<file path="src/light_sensor_pkg.sv">
// Shared constants for the light sensor timing, threshold and status logic
package light_sensor_pkg;

	// ------------------------------------------------------------
	// Register offsets
	// ------------------------------------------------------------
	localparam logic [4:0] ENABLE_ADDR       = 5'h00;
	localparam logic [4:0] INTEG_TIME_ADDR   = 5'h01;
	localparam logic [4:0] WAIT_TIME_ADDR    = 5'h03;
	localparam logic [4:0] LOW_THR_LO_ADDR   = 5'h04;
	localparam logic [4:0] LOW_THR_HI_ADDR   = 5'h05;
	localparam logic [4:0] HIGH_THR_LO_ADDR  = 5'h06;
	localparam logic [4:0] HIGH_THR_HI_ADDR  = 5'h07;
	localparam logic [4:0] FILTER_ADDR       = 5'h0c;
	localparam logic [4:0] WAIT_SCALE_ADDR   = 5'h0d;
	localparam logic [4:0] GAIN_ADDR         = 5'h0f;
	localparam logic [4:0] PART_CODE_ADDR    = 5'h12;
	localparam logic [4:0] FLAGS_ADDR        = 5'h13;
	localparam logic [4:0] BB_LO_ADDR        = 5'h14;
	localparam logic [4:0] BB_HI_ADDR        = 5'h15;
	localparam logic [4:0] IR_LO_ADDR        = 5'h16;
	localparam logic [4:0] IR_HI_ADDR        = 5'h17;

	// ------------------------------------------------------------
	// Command byte layout and codes
	// ------------------------------------------------------------
	localparam int         CMD_SEL_BIT    = 7;
	localparam logic [1:0] TYPE_REPEAT    = 2'h0;
	localparam logic [1:0] TYPE_AUTO_INC  = 2'h1;
	localparam logic [1:0] TYPE_SPECIAL   = 2'h3;
	localparam logic [4:0] SF_IRQ_CLEAR   = 5'h06;

	// ------------------------------------------------------------
	// Field positions and reset values
	// ------------------------------------------------------------
	localparam int         EN_OSC_BIT     = 0;
	localparam int         EN_ENGINE_BIT  = 1;
	localparam int         EN_WAIT_BIT    = 3;
	localparam int         EN_MASK_BIT    = 4;
	localparam int         STRETCH_BIT    = 1;
	localparam int         FLAG_IRQ_BIT   = 4;
	localparam int         FLAG_READY_BIT = 0;
	localparam logic [7:0] REG_RESET      = 8'h00;

	// ------------------------------------------------------------
	// Timing and result limits
	// ------------------------------------------------------------
	localparam int           CLK_PERIOD_NS    = 20;
	localparam int           STEP_TIME_NS     = 2720000;
	localparam int           STEP_CYCLES      = (STEP_TIME_NS + CLK_PERIOD_NS - 1) / CLK_PERIOD_NS;
	localparam int           WAIT_STRETCH_MUL = 12;
	localparam logic [8:0]   STEP_SPAN        = 9'h100;
	localparam logic [10:0]  STEP_COUNT_CAP   = 11'h400;
	localparam logic [15:0]  RESULT_MAX       = 16'hffff;

endpackage

</file>
<file path="src/filter_if.sv">
// Carrier between the sequencer and the persistence filter
`timescale 1ns/10ps
`default_nettype none
interface filter_if;
	logic [15:0] result;
	logic [15:0] low_thr;
	logic [15:0] high_thr;
	logic [3:0]  fail_sel;
	logic        eval;
	logic        fire;

	modport ctrl (output result, output low_thr, output high_thr, output fail_sel,
		output eval, input fire);
	modport filt (input result, input low_thr, input high_thr, input fail_sel,
		input eval, output fire);
endinterface
`default_nettype wire

</file>
<file path="src/light_sensor_core.sv">
// Light sensor core: register port, integration and wait sequencing, status
`timescale 1ns/10ps
`default_nettype none
module light_sensor_core
	import light_sensor_pkg::*;
#(
	parameter int         STEP_LEN  = STEP_CYCLES,
	parameter logic [7:0] PART_CODE = 8'h5a // Arbitrary value
) (
	// Clock and reset
	input  wire logic        clk_sys,
	input  wire logic        sys_rst,
	// Register port from the serial engine
	input  wire logic        cmd_wr,
	input  wire logic        wr_strobe,
	input  wire logic        rd_strobe,
	input  wire logic [7:0]  wr_byte,
	output logic      [7:0]  rd_byte,
	// Analog front end
	input  wire logic [10:0] bb_step_count,
	input  wire logic [10:0] ir_step_count,
	output logic             osc_run,
	output logic             integrating,
	output logic      [1:0]  gain_sel,
	// Interrupt pin, open drain
	output logic             irq_o,
	output logic             irq_oe
);
	typedef enum logic [2:0] {
		ST_IDLE  = 3'b001,
		ST_INTEG = 3'b010,
		ST_WAIT  = 3'b100
	} seq_state_t;

	seq_state_t  state;
	logic [4:0]  cmd_addr;
	logic [1:0]  cmd_type;
	logic [7:0]  enable_reg;
	logic [7:0]  integration_steps;
	logic [7:0]  wait_steps;
	logic [15:0] low_thr;
	logic [15:0] high_thr;
	logic [3:0]  fail_count_select;
	logic        wait_stretch;
	logic [1:0]  analog_gain_sel;
	logic [15:0] broadband_result;
	logic [15:0] infrared_result;
	logic [15:0] bb_acc;
	logic [15:0] ir_acc;
	logic [15:0] next_bb_acc;
	logic [15:0] next_ir_acc;
	logic [7:0]  bb_shadow;
	logic [7:0]  ir_shadow;
	logic        result_ready;
	logic        light_irq_flag;
	logic        irq_clear;
	logic        run_ok;
	logic        launch;
	logic        eval;
	logic        tmr_tick;
	logic        tmr_done;
	logic [31:0] step_len;
	logic [8:0]  step_count;
	logic [7:0]  rd_value;
	logic        light_engine_on;
	logic        wait_timer_on;
	logic        light_irq_mask;

	filter_if fif ();

	assign light_engine_on = enable_reg[EN_ENGINE_BIT];
	assign wait_timer_on   = enable_reg[EN_WAIT_BIT];
	assign light_irq_mask  = enable_reg[EN_MASK_BIT];
	assign run_ok          = enable_reg[EN_OSC_BIT] && light_engine_on;

	// ------------------------------------------------------------
	// Command register
	// ------------------------------------------------------------
	// Special functions leave the pointer alone; auto-increment wraps at 5 bits
	always_ff @(posedge clk_sys) begin
		if (sys_rst) begin
			cmd_addr <= 5'h00;
			cmd_type <= TYPE_REPEAT;
		end else if (cmd_wr) begin
			if (wr_byte[CMD_SEL_BIT] && wr_byte[6:5] != TYPE_SPECIAL) begin
				cmd_addr <= wr_byte[4:0];
				cmd_type <= wr_byte[6:5];
			end
		end else if ((wr_strobe || rd_strobe) && cmd_type == TYPE_AUTO_INC) begin
			cmd_addr <= cmd_addr + 5'h01;
		end
	end

	// One-cycle pulse per command byte, nothing stays latched
	assign irq_clear = cmd_wr && wr_byte[CMD_SEL_BIT] && wr_byte[6:5] == TYPE_SPECIAL
		&& wr_byte[4:0] == SF_IRQ_CLEAR;

	// ------------------------------------------------------------
	// Writable configuration registers
	// ------------------------------------------------------------
	// Reserved bits are not stored, so they read back as zero
	always_ff @(posedge clk_sys) begin
		if (sys_rst) begin
			enable_reg        <= REG_RESET;
			integration_steps <= REG_RESET;
			wait_steps        <= REG_RESET;
			low_thr           <= {REG_RESET, REG_RESET};
			high_thr          <= {REG_RESET, REG_RESET};
			fail_count_select <= REG_RESET[3:0];
			wait_stretch      <= 1'b0;
			analog_gain_sel   <= REG_RESET[1:0];
		end else if (wr_strobe) begin
			case (cmd_addr)
				ENABLE_ADDR:      enable_reg        <= wr_byte & 8'h1b;
				INTEG_TIME_ADDR:  integration_steps <= wr_byte;
				WAIT_TIME_ADDR:   wait_steps        <= wr_byte;
				LOW_THR_LO_ADDR:  low_thr[7:0]      <= wr_byte;
				LOW_THR_HI_ADDR:  low_thr[15:8]     <= wr_byte;
				HIGH_THR_LO_ADDR: high_thr[7:0]     <= wr_byte;
				HIGH_THR_HI_ADDR: high_thr[15:8]    <= wr_byte;
				FILTER_ADDR:      fail_count_select <= wr_byte[3:0];
				WAIT_SCALE_ADDR:  wait_stretch      <= wr_byte[STRETCH_BIT];
				GAIN_ADDR:        analog_gain_sel   <= wr_byte[1:0];
				// Part code, flags and results ignore writes
				default: begin
				end
			endcase
		end
	end

	// ------------------------------------------------------------
	// Read path
	// ------------------------------------------------------------
	// Upper result bytes come from the shadow so a two-byte read is coherent
	always_comb begin
		case (cmd_addr)
			ENABLE_ADDR:      rd_value = enable_reg;
			INTEG_TIME_ADDR:  rd_value = integration_steps;
			WAIT_TIME_ADDR:   rd_value = wait_steps;
			LOW_THR_LO_ADDR:  rd_value = low_thr[7:0];
			LOW_THR_HI_ADDR:  rd_value = low_thr[15:8];
			HIGH_THR_LO_ADDR: rd_value = high_thr[7:0];
			HIGH_THR_HI_ADDR: rd_value = high_thr[15:8];
			FILTER_ADDR:      rd_value = {4'h0, fail_count_select};
			WAIT_SCALE_ADDR:  rd_value = {6'h00, wait_stretch, 1'b0};
			GAIN_ADDR:        rd_value = {6'h00, analog_gain_sel};
			PART_CODE_ADDR:   rd_value = PART_CODE;
			FLAGS_ADDR:       rd_value = {3'h0, light_irq_flag, 3'h0, result_ready};
			BB_LO_ADDR:       rd_value = broadband_result[7:0];
			BB_HI_ADDR:       rd_value = bb_shadow;
			IR_LO_ADDR:       rd_value = infrared_result[7:0];
			IR_HI_ADDR:       rd_value = ir_shadow;
			default:          rd_value = 8'h00;
		endcase
	end

	// Read data and shadow capture
	always_ff @(posedge clk_sys) begin
		if (sys_rst) begin
			rd_byte   <= 8'h00;
			bb_shadow <= 8'h00;
			ir_shadow <= 8'h00;
		end else if (rd_strobe) begin
			rd_byte <= rd_value;
			if (cmd_addr == BB_LO_ADDR) begin
				bb_shadow <= broadband_result[15:8];
			end
			if (cmd_addr == IR_LO_ADDR) begin
				ir_shadow <= infrared_result[15:8];
			end
		end
	end

	// ------------------------------------------------------------
	// Integration and wait sequencer
	// ------------------------------------------------------------
	// Wait enable is sampled at the end of each integration only
	always_ff @(posedge clk_sys) begin
		if (sys_rst) begin
			state  <= ST_IDLE;
			launch <= 1'b0;
		end else begin
			launch <= 1'b0;
			case (state)
				ST_IDLE: begin
					if (run_ok) begin
						state  <= ST_INTEG;
						launch <= 1'b1;
					end
				end
				ST_INTEG: begin
					if (!run_ok) begin
						state <= ST_IDLE;
					end else if (tmr_done) begin
						state  <= wait_timer_on ? ST_WAIT : ST_INTEG;
						launch <= 1'b1;
					end
				end
				ST_WAIT: begin
					if (!run_ok) begin
						state <= ST_IDLE;
					end else if (tmr_done) begin
						state  <= ST_INTEG;
						launch <= 1'b1;
					end
				end
				default: begin
					state <= ST_IDLE;
				end
			endcase
		end
	end

	// Step count is 256 minus the register, so zero means 256
	assign step_count = (state == ST_WAIT) ? STEP_SPAN - {1'b0, wait_steps}
		: STEP_SPAN - {1'b0, integration_steps};
	// Stretched wait steps are twelve plain steps long
	assign step_len = (state == ST_WAIT && wait_stretch)
		? 32'(STEP_LEN * WAIT_STRETCH_MUL) : 32'(STEP_LEN);

	step_timer u_timer (
		.clk_sys     (clk_sys),
		.sys_rst     (sys_rst),
		.start       (launch),
		.abort       (!run_ok),
		.step_cycles (step_len),
		.steps       (step_count),
		.tick        (tmr_tick),
		.done        (tmr_done)
	);

	// ------------------------------------------------------------
	// Accumulators
	// ------------------------------------------------------------
	// Each step adds at most the cap, the sum saturates at full scale
	function automatic logic [15:0] acc_add(input logic [15:0] acc, input logic [10:0] cnt);
		logic [10:0] capped;
		logic [16:0] sum;
		capped = (cnt > STEP_COUNT_CAP) ? STEP_COUNT_CAP : cnt;
		sum    = {1'b0, acc} + {6'h00, capped};
		return sum[16] ? RESULT_MAX : sum[15:0];
	endfunction

	assign next_bb_acc = (tmr_tick && state == ST_INTEG) ? acc_add(bb_acc, bb_step_count) : bb_acc;
	assign next_ir_acc = (tmr_tick && state == ST_INTEG) ? acc_add(ir_acc, ir_step_count) : ir_acc;

	// Results move to the data registers when integration ends
	always_ff @(posedge clk_sys) begin
		if (sys_rst) begin
			bb_acc           <= 16'h0000;
			ir_acc           <= 16'h0000;
			broadband_result <= 16'h0000;
			infrared_result  <= 16'h0000;
			eval             <= 1'b0;
		end else begin
			eval <= 1'b0;
			if (launch || !run_ok) begin
				bb_acc <= 16'h0000;
				ir_acc <= 16'h0000;
			end else if (tmr_done && state == ST_INTEG) begin
				broadband_result <= next_bb_acc;
				infrared_result  <= next_ir_acc;
				bb_acc           <= 16'h0000;
				ir_acc           <= 16'h0000;
				eval             <= 1'b1;
			end else begin
				bb_acc <= next_bb_acc;
				ir_acc <= next_ir_acc;
			end
		end
	end

	// Valid sets once both channels have completed and clears while the engine is disabled
	always_ff @(posedge clk_sys) begin
		if (sys_rst) begin
			result_ready <= 1'b0;
		end else if (eval) begin
			result_ready <= 1'b1;
		end else if (!light_engine_on) begin
			result_ready <= 1'b0;
		end
	end

	// ------------------------------------------------------------
	// Threshold filter and interrupt
	// ------------------------------------------------------------
	assign fif.result   = broadband_result;
	assign fif.low_thr  = low_thr;
	assign fif.high_thr = high_thr;
	assign fif.fail_sel = fail_count_select;
	assign fif.eval     = eval;

	persistence_filter u_filter (
		.clk_sys (clk_sys),
		.sys_rst (sys_rst),
		.fif     (fif.filt)
	);

	// A qualified event in the clear cycle wins, so it is never lost
	always_ff @(posedge clk_sys) begin
		if (sys_rst) begin
			light_irq_flag <= 1'b0;
		end else if (fif.fire && light_irq_mask) begin
			light_irq_flag <= 1'b1;
		end else if (irq_clear) begin
			light_irq_flag <= 1'b0;
		end
	end

	// Pin is pulled low while the flag stands, as a level
	assign irq_o       = 1'b0;
	assign irq_oe      = light_irq_flag;
	assign osc_run     = enable_reg[EN_OSC_BIT];
	assign integrating = (state == ST_INTEG);
	assign gain_sel    = analog_gain_sel;
endmodule
`default_nettype wire

</file>
<file path="src/persistence_filter.sv">
// Threshold compare and consecutive out-of-range filter
`timescale 1ns/10ps
`default_nettype none
module persistence_filter
	import light_sensor_pkg::*;
(
	// Clock and reset
	input  wire logic clk_sys,
	input  wire logic sys_rst,
	// Filter carrier
	filter_if.filt    fif
);
	logic [5:0] run_cnt;
	logic [5:0] need;
	logic [5:0] run_next;
	logic       out_of_range;

	// Out of range is strictly below low or strictly above high
	assign out_of_range = (fif.result < fif.low_thr) || (fif.result > fif.high_thr);

	// Selections 1..3 map directly, above that in steps of five
	// Widen before the product, a four-bit product would wrap above selection 6
	assign need = (fif.fail_sel < 4'h4) ? {2'h0, fif.fail_sel}
		: ({2'h0, fif.fail_sel} - 6'h03) * 6'h05;
	assign run_next = (run_cnt == 6'h3f) ? run_cnt : run_cnt + 6'h1;

	// ------------------------------------------------------------
	// Run counter and fire pulse
	// ------------------------------------------------------------
	always_ff @(posedge clk_sys) begin
		if (sys_rst) begin
			run_cnt  <= 6'h0;
			fif.fire <= 1'b0;
		end else begin
			fif.fire <= 1'b0;
			if (fif.eval) begin
				if (fif.fail_sel == 4'h0) begin
					fif.fire <= 1'b1;
				end
				if (out_of_range) begin
					run_cnt <= run_next;
					if (fif.fail_sel != 4'h0 && run_next >= need) begin
						fif.fire <= 1'b1;
					end
				end else begin
					run_cnt <= 6'h0;
				end
			end
		end
	end
endmodule
`default_nettype wire

</file>
<file path="src/step_timer.sv">
// Step timer: counts a number of steps, each of a programmable cycle length
`timescale 1ns/10ps
`default_nettype none
module step_timer
	import light_sensor_pkg::*;
(
	// Clock and reset
	input  wire logic        clk_sys,
	input  wire logic        sys_rst,
	// Control
	input  wire logic        start,
	input  wire logic        abort,
	input  wire logic [31:0] step_cycles,
	input  wire logic [8:0]  steps,
	// Status
	output logic             tick,
	output logic             done
);
	logic [31:0] presc;
	logic [8:0]  left;
	logic        busy;

	// ------------------------------------------------------------
	// Prescaler and step counter
	// ------------------------------------------------------------
	// A step ends when the prescaler reaches the last cycle of its span
	always_ff @(posedge clk_sys) begin
		tick <= 1'b0;
		done <= 1'b0;
		if (sys_rst || abort) begin
			busy  <= 1'b0;
			presc <= 32'h0;
			left  <= 9'h0;
		end else if (start) begin
			busy  <= 1'b1;
			presc <= 32'h0;
			left  <= steps;
		end else if (busy) begin
			if (presc >= step_cycles - 32'h1) begin
				presc <= 32'h0;
				tick  <= 1'b1;
				left  <= left - 9'h1;
				if (left == 9'h1) begin
					busy <= 1'b0;
					done <= 1'b1;
				end
			end else begin
				presc <= presc + 32'h1;
			end
		end
	end
endmodule
`default_nettype wire

</file>
<file path="config.mk">
export PLATFORM = sky130hd
export DESIGN_NAME = light_sensor_core
export DESIGN_NICKNAME = d
export VERILOG_FILES = /design/src/light_sensor_pkg.sv /design/src/filter_if.sv /design/src/light_sensor_core.sv /design/src/persistence_filter.sv /design/src/step_timer.sv
export SDC_FILE = /design/constraint.sdc
export NUM_CORES = 1
export LEC_CHECK = 0
export ABC_CLOCK_PERIOD_IN_PS = 4100
export BUFFER_PORTS_ARGS = -buffer_cell sky130_fd_sc_hd__buf_4
export CORE_ASPECT_RATIO = 1.5
export CORE_MARGIN = 5
export CORE_UTILIZATION = 50
export DETAILED_ROUTE_END_ITERATION = 16
export PLACE_DENSITY_LB_ADDON = 0.3
export RECOVER_POWER = 25
export SKIP_CTS_REPAIR_TIMING = 1
export SLEW_MARGIN = 10
export SYNTH_ARGS = -nofsm -noshare
export SYNTH_HDL_FRONTEND = slang
export SYNTH_SLANG_ARGS = --single-unit
</file>
<file path="constraint.sdc">
create_clock -name clk_sys -period 4.1 [get_ports clk_sys]
set_input_delay 1.23 -clock clk_sys [delete_from_list [all_inputs] [get_ports clk_sys]]
set_output_delay 1.23 -clock clk_sys [all_outputs]
set_load 0.01 [all_outputs]
</file>
After elaboration in Yosys (flattened, before gate mapping):

Index checks and enable logic that the tools add are counted.

* shift operators: 0
* divide/modulo/power cells: 0
* reductions and logical operators: 47
* eq/ne operators: 29
* $lt $le $gt $ge: 7
* multiply operators: 1
* $add $sub $neg: 10
* muxes and demuxes: 44
* bitwise gates (word level): 4

Operators with widths (number)
* $pmux 8 s16: 1
* $mux 16: 4
* $mux 9: 4
* $add 16x11->17: 2
* $add 32x1->32 const B: 1
* $ge 32x32->1: 1
* $mux 32: 1
* $reduce_and 2->1: 16
* $eq 5x5->1 const B: 6
* $eq 5x3->1 const B: 5
* $gt 11x11->1 const B: 2
* $mux 11: 2
* $sub 21x1->22 const B: 1
* $mux 21: 1
* $mux 3: 6
* $mux 6: 3
* $sub 9x8->9 const A: 2
* $mux 1: 17
* $gt 16x16->1: 1
* $lt 16x16->1: 1
* $eq 5x4->1 const B: 3
* $mux 5: 3
* $logic_and 1x1->1: 11
* $eq 9x1->1 const B: 1
* other kinds (31): 47

* memory bits (read-only): 0
* memories kept: 0
* RAM bits: 0
* register bits: 212
* logic and storage cells: 173
* latch bits: 0
* input bits: 35

Depth between registers and ports, before layout:

Gate-level depths: netlist of run 1.

* depth in word-level cells: 8
* mapped depth: 14

By module:

Synthesis of run 1 repeated with hierarchy kept, for this count alone.

* cell total of the unflattened synthesis: 1707
* area total of the unflattened synthesis: 13641.8 um^2

By module, submodules not included
* light_sensor_core: area an instance 8769.7 um^2, seq. area each 3223.1 um^2, cells an instance 1086, instances 1
* step_timer: area an instance 3359.5 um^2, seq. area each 880.8 um^2, cells an instance 428, instances 1
* persistence_filter: area an instance 1512.7 um^2, seq. area each 140.1 um^2, cells an instance 193, instances 1

Least setup slack after synthesis of run 1:

No wires, ideal clock.

* path type: input-to-reg
* start: in ir_step_count[0]
* end: reg infrared_result[15]
* slack: 0.761 ns
* data arrival time: 3.203 ns
* required time: 3.964 ns
* stages on the path: 11
* buffers on the path: 1
* library setup time: 0.136 ns
* cell sequence: nor2b_1 -> ha_1 -> fa_1 -> a211oi_1 -> o21bai_1 -> o211ai_1 -> a21o_1 -> or2_1 -> buf_6 -> and3_4 -> a211oi_2

* longest elaborated chain between the ends: 5

Ends and longest elaborated chain
* start, declared: line light_sensor_core.sv:21 `input wire logic [10:0] ir_step_count,`
* $gt 11x11->1: line light_sensor_core.sv:239 `capped = (cnt > STEP_COUNT_CAP) ? STEP_COUNT_CAP : cnt;`
* $mux 11 (*): line light_sensor_core.sv:239
* $add 16x11->17 (*): line light_sensor_core.sv:240 `sum = {1'b0, acc} + {6'h00, capped};`
* $mux 16 (*): line light_sensor_core.sv:241 `return sum[16] ? RESULT_MAX : sum[15:0];`
* $mux 16 (*): line light_sensor_core.sv:245 `assign next_ir_acc = (tmr_tick && state == ST_INTEG) ? acc_add(ir_acc, ir_step_count) : ir_acc;`
* end signal, assigned: line light_sensor_core.sv:262 `infrared_result <= next_ir_acc;`
* end, declared: line light_sensor_core.sv:47 `logic [15:0] infrared_result;`

Every way passes the cells marked *; elsewhere a longest branch is shown, timed or not.
A chain may end at the register's enable or synchronous reset.

Worst setup path in the final report of run 1:

* start: reg state[2]
* end: reg u_timer.presc[21]

* longest elaborated chain between the ends: 6

Ends and longest elaborated chain
* start, declared: line light_sensor_core.sv:35 `seq_state_t state;`
* start signal, assigned: line light_sensor_core.sv:195 `state <= wait_timer_on ? ST_WAIT : ST_INTEG;`
* $eq 3x3->1: line light_sensor_core.sv:218 `assign step_len = (state == ST_WAIT && wait_stretch)`
* $logic_and 1x1->1: line light_sensor_core.sv:218
* $mux 21: line light_sensor_core.sv:219 `? 32'(STEP_LEN * WAIT_STRETCH_MUL) : 32'(STEP_LEN);`
* $sub 21x1->22: line step_timer.sv:39 `if (presc >= step_cycles - 32'h1) begin`
* $ge 32x32->1: line step_timer.sv:39
* $mux 32: line step_timer.sv:39
* end signal, assigned: line step_timer.sv:48 `presc <= presc + 32'h1;`
* end, declared: line step_timer.sv:19 `logic [31:0] presc;`

No other way between the ends.

==> key figures, run 1 <==
Global routing
  • Initial antenna violation count: 1
  • Grt total ovfl: 0
  • Vias in the first global route: around 11,000
  • Largest net degree at the start of global routing: between 100 and 150
  • Overall routing resource usage: 0.249
  • First-pass GRT wire length: 56,200 um

Clock network
  • CTS tree: yes
  • Sink Count: 212
  • Clock-pin slew on the worst setup and hold paths: 0.07 ns
  • Clk root buf: clkbuf_16
  • Htree depth: 1
  • Skew-Pair Late Insertion Delay: 0.50 ns
  • Clk buf depth: 3
  • CTS Buf Count: 23

Setup path
  • CP arrival: 3.86 ns
  • Delay-heaviest family, CP: simple AND/OR/NAND/NOR gates
  • CP most frequent cell: nand2_1
  • Crit path largest cell delay: 0.50 ns
  • Worst EP required: 4.53 ns
  • Critical Path Sink Type: register
  • WP buf/inv: 2
  • CP Launch Type: register
  • WS Path Type: register to register
  • Worst-path cell chain: nor3b_1 -> nand2_1 -> inv_1 -> ha_1 -> a211oi_1 -> nor2b_1 -> o21ai_0 -> nand4_1 -> o21ai_2 -> nand2_1 -> buf_4 -> nor2_1
  • WP depth: 12
  • Critical Path Fanout Max: 31
  • Crit-path slowest cell: dfxtp_1
  • R2R depth: 12

Yosys
  • Commonest cells in the netlist: dfxtp_1, nand2_1, nor2_1, a21oi_1, nand3_1
  • Number of enable flip-flop cells after synthesis: 0
  • Syn nets: 1,636
  • Ys flop type: dfxtp_1
  • Syn avg cell area: 7.97 um2
  • Yosys top cell by area: dfxtp_1
  • Yosys top cell area share: 0.352
  • Count leader, synth: dfxtp_1
  • Synth Cell Area: 12,100 um2
  • Netlist cell types: 71
  • Synth async-reset ratio: 0
  • Flops & latches, synth: 212
  • Yosys warns: 0
  • Ranking of synthesized cells by area: dfxtp_1, ha_1, a21oi_1
  • Post-Syn Instances: 1,513
  • Seq/Total Area, Yosys: 0.352

Power and ir drop
  • Leakage: 0.00469 uW
  • Cell area power density: 329 nW/um2
  • Clk pwr share: 0.469
  • Share of power burned in registers: 0.477
  • P_sw: 1010 uW
  • Combinational fraction of design power: 0.054
  • Sw frac: 0.232
  • Int Pwr: 3360 uW
  • Max VDD drop: 0.261 mV

STA
  • Skew final: 0.0114 ns
  • Max-Slew Margin vs Limit: 0.210
  • RSZ-0062 raised after global routing: false
  • Fmax: 292 MHz
  • Slew Limit Fails: 0
  • Min Tclk post-route: 3.43 ns
  • Worst Tran Pin Value: about 1.2 ns
  • Fin. Hold Viols: 0
  • Sum Neg Setup Slack: 0 ns
  • Tcrit/Tclk final: 0.836
  • Final setup vio count: 0

Finish
  • Net count reported at finish: 1,646
  • Reg with most FFs: u_timer.presc
  • Area Overhead vs Synth: 10.5%
  • Multi-input gate area: 7250 um2
  • Number of flip-flops under the largest register name: 32
  • Fillers: 2,231
  • Reg area: 4240 um2
  • Finished Core Util: 0.561
  • Share of post-route cells with drive strength above 1: 0.0709

Floorplan
  • Die Y: 200 um
  • Die ar.: roughly 27,000 um2
  • Core Rows: between 60 and 70
  • Placeable Area: 23,700 um2
  • IO Pins: approximately 50
  • Effective utilization at floorplan: 0.508
  • Die X: roughly 140 um

Worst hold path
  • Cell depth of the worst min-delay path: 2
  • Tightest Hold Check Type: register to register

Placement
  • RD Place Congestion: about 0.95
  • Number of port buffers: 47
  • Hpwl dp: 25,200 um

Routing
  • Drt pass-1 iters: 5
  • Via density: 5.93
  • Final wirelength: 34,100 um
  • DRC: 0
  • Drt wl/cell: 18.4 um
  • Total number of vias: 11,012
  • First DRT Iteration DRCs: 748
  • Antenna-violating nets left: 0

Flow run
  • MaxCap Viol Count: 0

Status
  • Status: finished, final reports clean
[final timing paths]
| kind | to | startpoint | slack [ns] |
|---|---|---|---|
| worst min register to register | bb_shadow[7]$_SDFFE_PP0P_ | bb_shadow[7]$_SDFFE_PP0P_ | 0.46 |
| worst max-delay path | u_timer.presc[21]$_SDFFE_PP0P_ | state[2]$_SDFFE_PP0P_ | 0.67 |
| worst max register to register | u_timer.presc[21]$_SDFFE_PP0P_ | state[2]$_SDFFE_PP0P_ | 0.67 |
| worst min-delay path | bb_shadow[7]$_SDFFE_PP0P_ | bb_shadow[7]$_SDFFE_PP0P_ | 0.46 |
[layer usage]
| metal | part of all wire | GRT usage | wire length, um | vias up |
|---|---|---|---|---|
| li1 | - | - | - | 5408 |
| met1 | 0.38 | 0.280 | 13100 | 5118 |
| met2 | 0.49 | 0.442 | 16800 | 355 |
| met3 | 0.052 | 0.0306 | 1760 | 131 |
| met4 | 0.072 | 0.145 | 2450 | 0 |
| met5 | 0 | 0 | 0 | - |
[cell usage in the layout (no fill, tap or decap), types with 23 or more instances in the layout]
cell type    n
a21oi_1    154
buf_4       57
clkbuf_16   23
dfxtp_1    212
ha_1        85
inv_1       54
nand2_1    169
nand3_1    102
nand4_1     26
nor2_1     161
nor2b_1     41
nor3_1      41
o21ai_0     41
xnor2_1     35
xor2_1      34
[stage by stage]
step	cells	hold slack [ns]	power [uW]	setup slack, ns	instance area (um2)
after floorplan	1513	0.431	2280	0.761	12100
after global placement	1817	0.444	2370	0.322	12600
after detailed placement	1817	0.449	2370	0.258	12600
after CTS	1856	0.458	4400	0.740	13400
after global routing	1857	0.482	4510	0.279	13300
final	1857	0.460	4380	0.671	13300
[cells by family (layout without fill, tap and decap cells)]
family,Yosys count,after routing,share of synthesized area
flip-flops,212,212,0.352
adder cells (fa/ha/maj),88,88,0.0932
buffers and inverters,136,160,0.0471
AO/OA/AOI/OAI,358,358,0.190
other,1,2,0.000311
multiplexers,22,22,0.0186
AND/OR/NAND/NOR,627,627,0.248
XOR/XNOR,69,69,0.0501
[power by group through the flow]
stage | Combinational, uW | Sequential, uW | Clock [uW]
5_1_grt | 258 | 2090 | 2170
4_1_cts | 236 | 2090 | 2080
6_report | 236 | 2090 | 2050
3_5_place_dp | 235 | 2130 | 0
3_3_place_gp | 233 | 2130 | 0
2_1_floorplan | 155 | 2120 | 0
[final cells by class]
type | instances | share of cell area
Multi-Input combinational cell | 1165 | 0.544
Sequential cell | 212 | 0.319
Clock buffer | 29 | 0.0472
Timing Repair Buffer | 67 | 0.0362
Tap cell | 319 | 0.0300
Inverter | 54 | 0.0152
Clock inverter | 10 | 0.00808
Antenna cell | 1 | 0.000188
[worst min-delay path: cells and delay by family (launching register included)]
family,cells,cell delay [ns]
flip-flops,1,0.31
AND/OR/NAND/NOR,1,0.05
AO/OA/AOI/OAI,1,0.05
Power figures use the tool's default switching activity.
==> run 2, diff against run 1 <==
--- a/config.mk
+++ b/config.mk
@@ -5,7 +5,7 @@
 export SDC_FILE = /design/constraint.sdc
 export NUM_CORES = 1
 export LEC_CHECK = 0
-export ABC_CLOCK_PERIOD_IN_PS = 4100
+export ABC_CLOCK_PERIOD_IN_PS = 2950
 export BUFFER_PORTS_ARGS = -buffer_cell sky130_fd_sc_hd__buf_4
 export CORE_ASPECT_RATIO = 1.5
 export CORE_MARGIN = 5
==> constraint.sdc (replaced) <==
create_clock -name clk_sys -period 2.95 [get_ports clk_sys]
set_input_delay 0.885 -clock clk_sys [delete_from_list [all_inputs] [get_ports clk_sys]]
set_output_delay 0.885 -clock clk_sys [all_outputs]
set_load 0.01 [all_outputs]
==> run 2 against run 1 <==
Global-route usage is 0.45 points lower. Register-to-register slack worse by 0.52 ns. Design area up 3.9%. Critical path depth is the same. Via count is 2.5% higher. Wire length fell by 0.22%. Clock power grew 36%. Highest routed layer unchanged. Cell count grew 3.6%.
==> key figures, run 2 (same netlist as run 1, synthesis figures left out) <==
Setup path
  • CP arrival: between 3 and 4 ns
  • Crit path largest cell delay: 0.38 ns
  • Critical Path Fanout Max: 5
  • Worst-path cell chain: inv_1 -> ha_4 -> ha_1 -> ha_1 -> fa_2 -> xor2_1 -> nor3b_1 -> a21oi_1 -> ha_1 -> a21oi_2 -> a21o_1 -> o22ai_2
  • Worst EP required: 3.35 ns
  • Critical Path Sink Type: register
  • Delay-heaviest family, CP: adder cells
  • CP most frequent cell: ha_1
  • WP buf/inv: 1
  • CP Launch Type: register
  • WS Path Type: register to register
  • Crit-path slowest cell: dfxtp_4

Global routing
  • Largest net degree at the start of global routing: 137
  • Overall routing resource usage: 0.245
  • Vias in the first global route: 10,984
  • First-pass GRT wire length: 54,900 um
  • Grt total ovfl: 0
  • Initial antenna violation count: 2

Finish
  • Reg with most FFs: u_timer.presc
  • Commonest cells after routing, fill and taps aside: dfxtp_1, nand2_1, nor2_1
  • Finished Core Util: 0.583
  • Share of post-route cells with drive strength above 1: 0.111
  • Net count reported at finish: 1,710
  • Number of flip-flops under the largest register name: 32
  • Area Overhead vs Synth: 14.8%
  • Commonest non-fill, non-tap cell in the layout: dfxtp_1

Clock network
  • Skew-Pair Late Insertion Delay: 0.52 ns
  • Sink Count: 212
  • CTS Buf Count: 22
  • CTS tree: yes
  • Clk buf depth: 3
  • Htree depth: 1
  • Clock-pin slew on the worst setup and hold paths: 0.06 ns
  • Clk root buf: clkbuf_16

Floorplan
  • Effective utilization at floorplan: 0.508
  • Die Y: 200 um
  • Die X: 137 um
  • Core Rows: a little under 70
  • Placeable Area: around 24,000 um2
  • Die ar.: 27,400 um2
  • IO Pins: 49

Routing
  • First DRT Iteration DRCs: 651
  • Antenna-violating nets left: 0
  • M1 WL: 12,900 um
  • Total number of vias: 11,287
  • Via density: between 5 and 6
  • DRC: 0
  • Drt wl/cell: ~18 um
  • Drt pass-1 iters: 5
  • Top Layer Used: met4
  • WL met3: 1900 um
  • Met2 Wirelength: 16,700 um
  • Final wirelength: 34,000 um

STA
  • Max-Slew Margin vs Limit: 0.287
  • Skew final: 0.0196 ns
  • Fin. Hold Viols: 0
  • Tcrit/Tclk final: 0.948
  • Final setup vio count: 0
  • Worst Tran Pin Value: roughly 1.1 ns
  • Fmax: 357 MHz
  • Min Tclk post-route: 2.80 ns
  • Slew Limit Fails: 0

Power and ir drop
  • Max VDD drop: 0.407 mV
  • Tot Pwr: 6040 uW
  • Leakage: slightly below 0.005 uW
  • Cell area power density: 437 nW/um2

Flow run
  • MaxCap Viol Count: 0

Worst hold path
  • Tightest Hold Check Type: register to register

Placement
  • RD Place Congestion: around 1
  • Number of port buffers: 47
  • Hpwl dp: 25,500 um

Status
  • Status: finished, final reports clean
==> run 2: area by class of cell <==
type | count | area (um2)
clock inverter | 14 | 145
timing repair buffer | 132 | 932
clock buffer | 25 | 572
tap | 319 | 399
antenna | 2 | 5.00
inverter | 54 | 203
sequential | 212 | 4250
multi-input combinational | 1165 | 7330
fill | 2207 | 9910
==> run 2: worst paths after layout <==
kind | startpoint | endpoint | slack, ns | cells after the start
worst max register to register | fail_count_select[0]$_SDFFE_PP0P_ | u_filter.fif.fire$_SDFF_PP0_ | 0.15 | 12
worst max-delay path | fail_count_select[0]$_SDFFE_PP0P_ | u_filter.fif.fire$_SDFF_PP0_ | 0.15 | 12
worst min register to register | bb_shadow[0]$_SDFFE_PP0P_ | bb_shadow[0]$_SDFFE_PP0P_ | 0.46 | 2
worst min-delay path | bb_shadow[0]$_SDFFE_PP0P_ | bb_shadow[0]$_SDFFE_PP0P_ | 0.46 | 2
==> run 2: metrics by stage <==
step / std cells / hold slack [ns] / worst slack, ns / TNS (ns) / instance area [um2]
floorplan: 1513 / 0.431 / 0.00125 / 0 / 12100
global placement: 1879 / 0.444 / -0.229 / -6.33 / 13100
detailed placement: 1879 / 0.453 / -0.301 / -8.85 / 13100
CTS: 1918 / 0.462 / -0.0340 / -0.0340 / 13800
global route: 1923 / 0.479 / -0.0180 / -0.0632 / 13800
finish: 1923 / 0.463 / 0.153 / 0 / 13800
==> run 2: layer usage <==
layer | GRT usage | vias to the layer above
li1 | - | 5544
met1 | 0.274 | 5234
met2 | 0.428 | 372
met3 | 0.0301 | 137
met4 | 0.157 | 0
met5 | 0 | -
==> run 2: power by group <==
group,leakage (uW),switching (uW),internal (uW)
Combinational,0.00291,219,136
Sequential,0.00171,22.4,2870
Clock,0.000344,1210,1580
Total,0.00496,1450,4590
==> run 2: worst reg2reg max path, stage by stage, from the launching register on <==
cell	delay (ns)
dfxtp_4	0.38
inv_1	0.08
ha_4	0.24
ha_1	0.27
ha_1	0.22
fa_2	0.34
xor2_1	0.17
nor3b_1	0.19
a21oi_1	0.09
ha_1	0.34
a21oi_2	0.15
a21o_1	0.14
o22ai_2	0.08
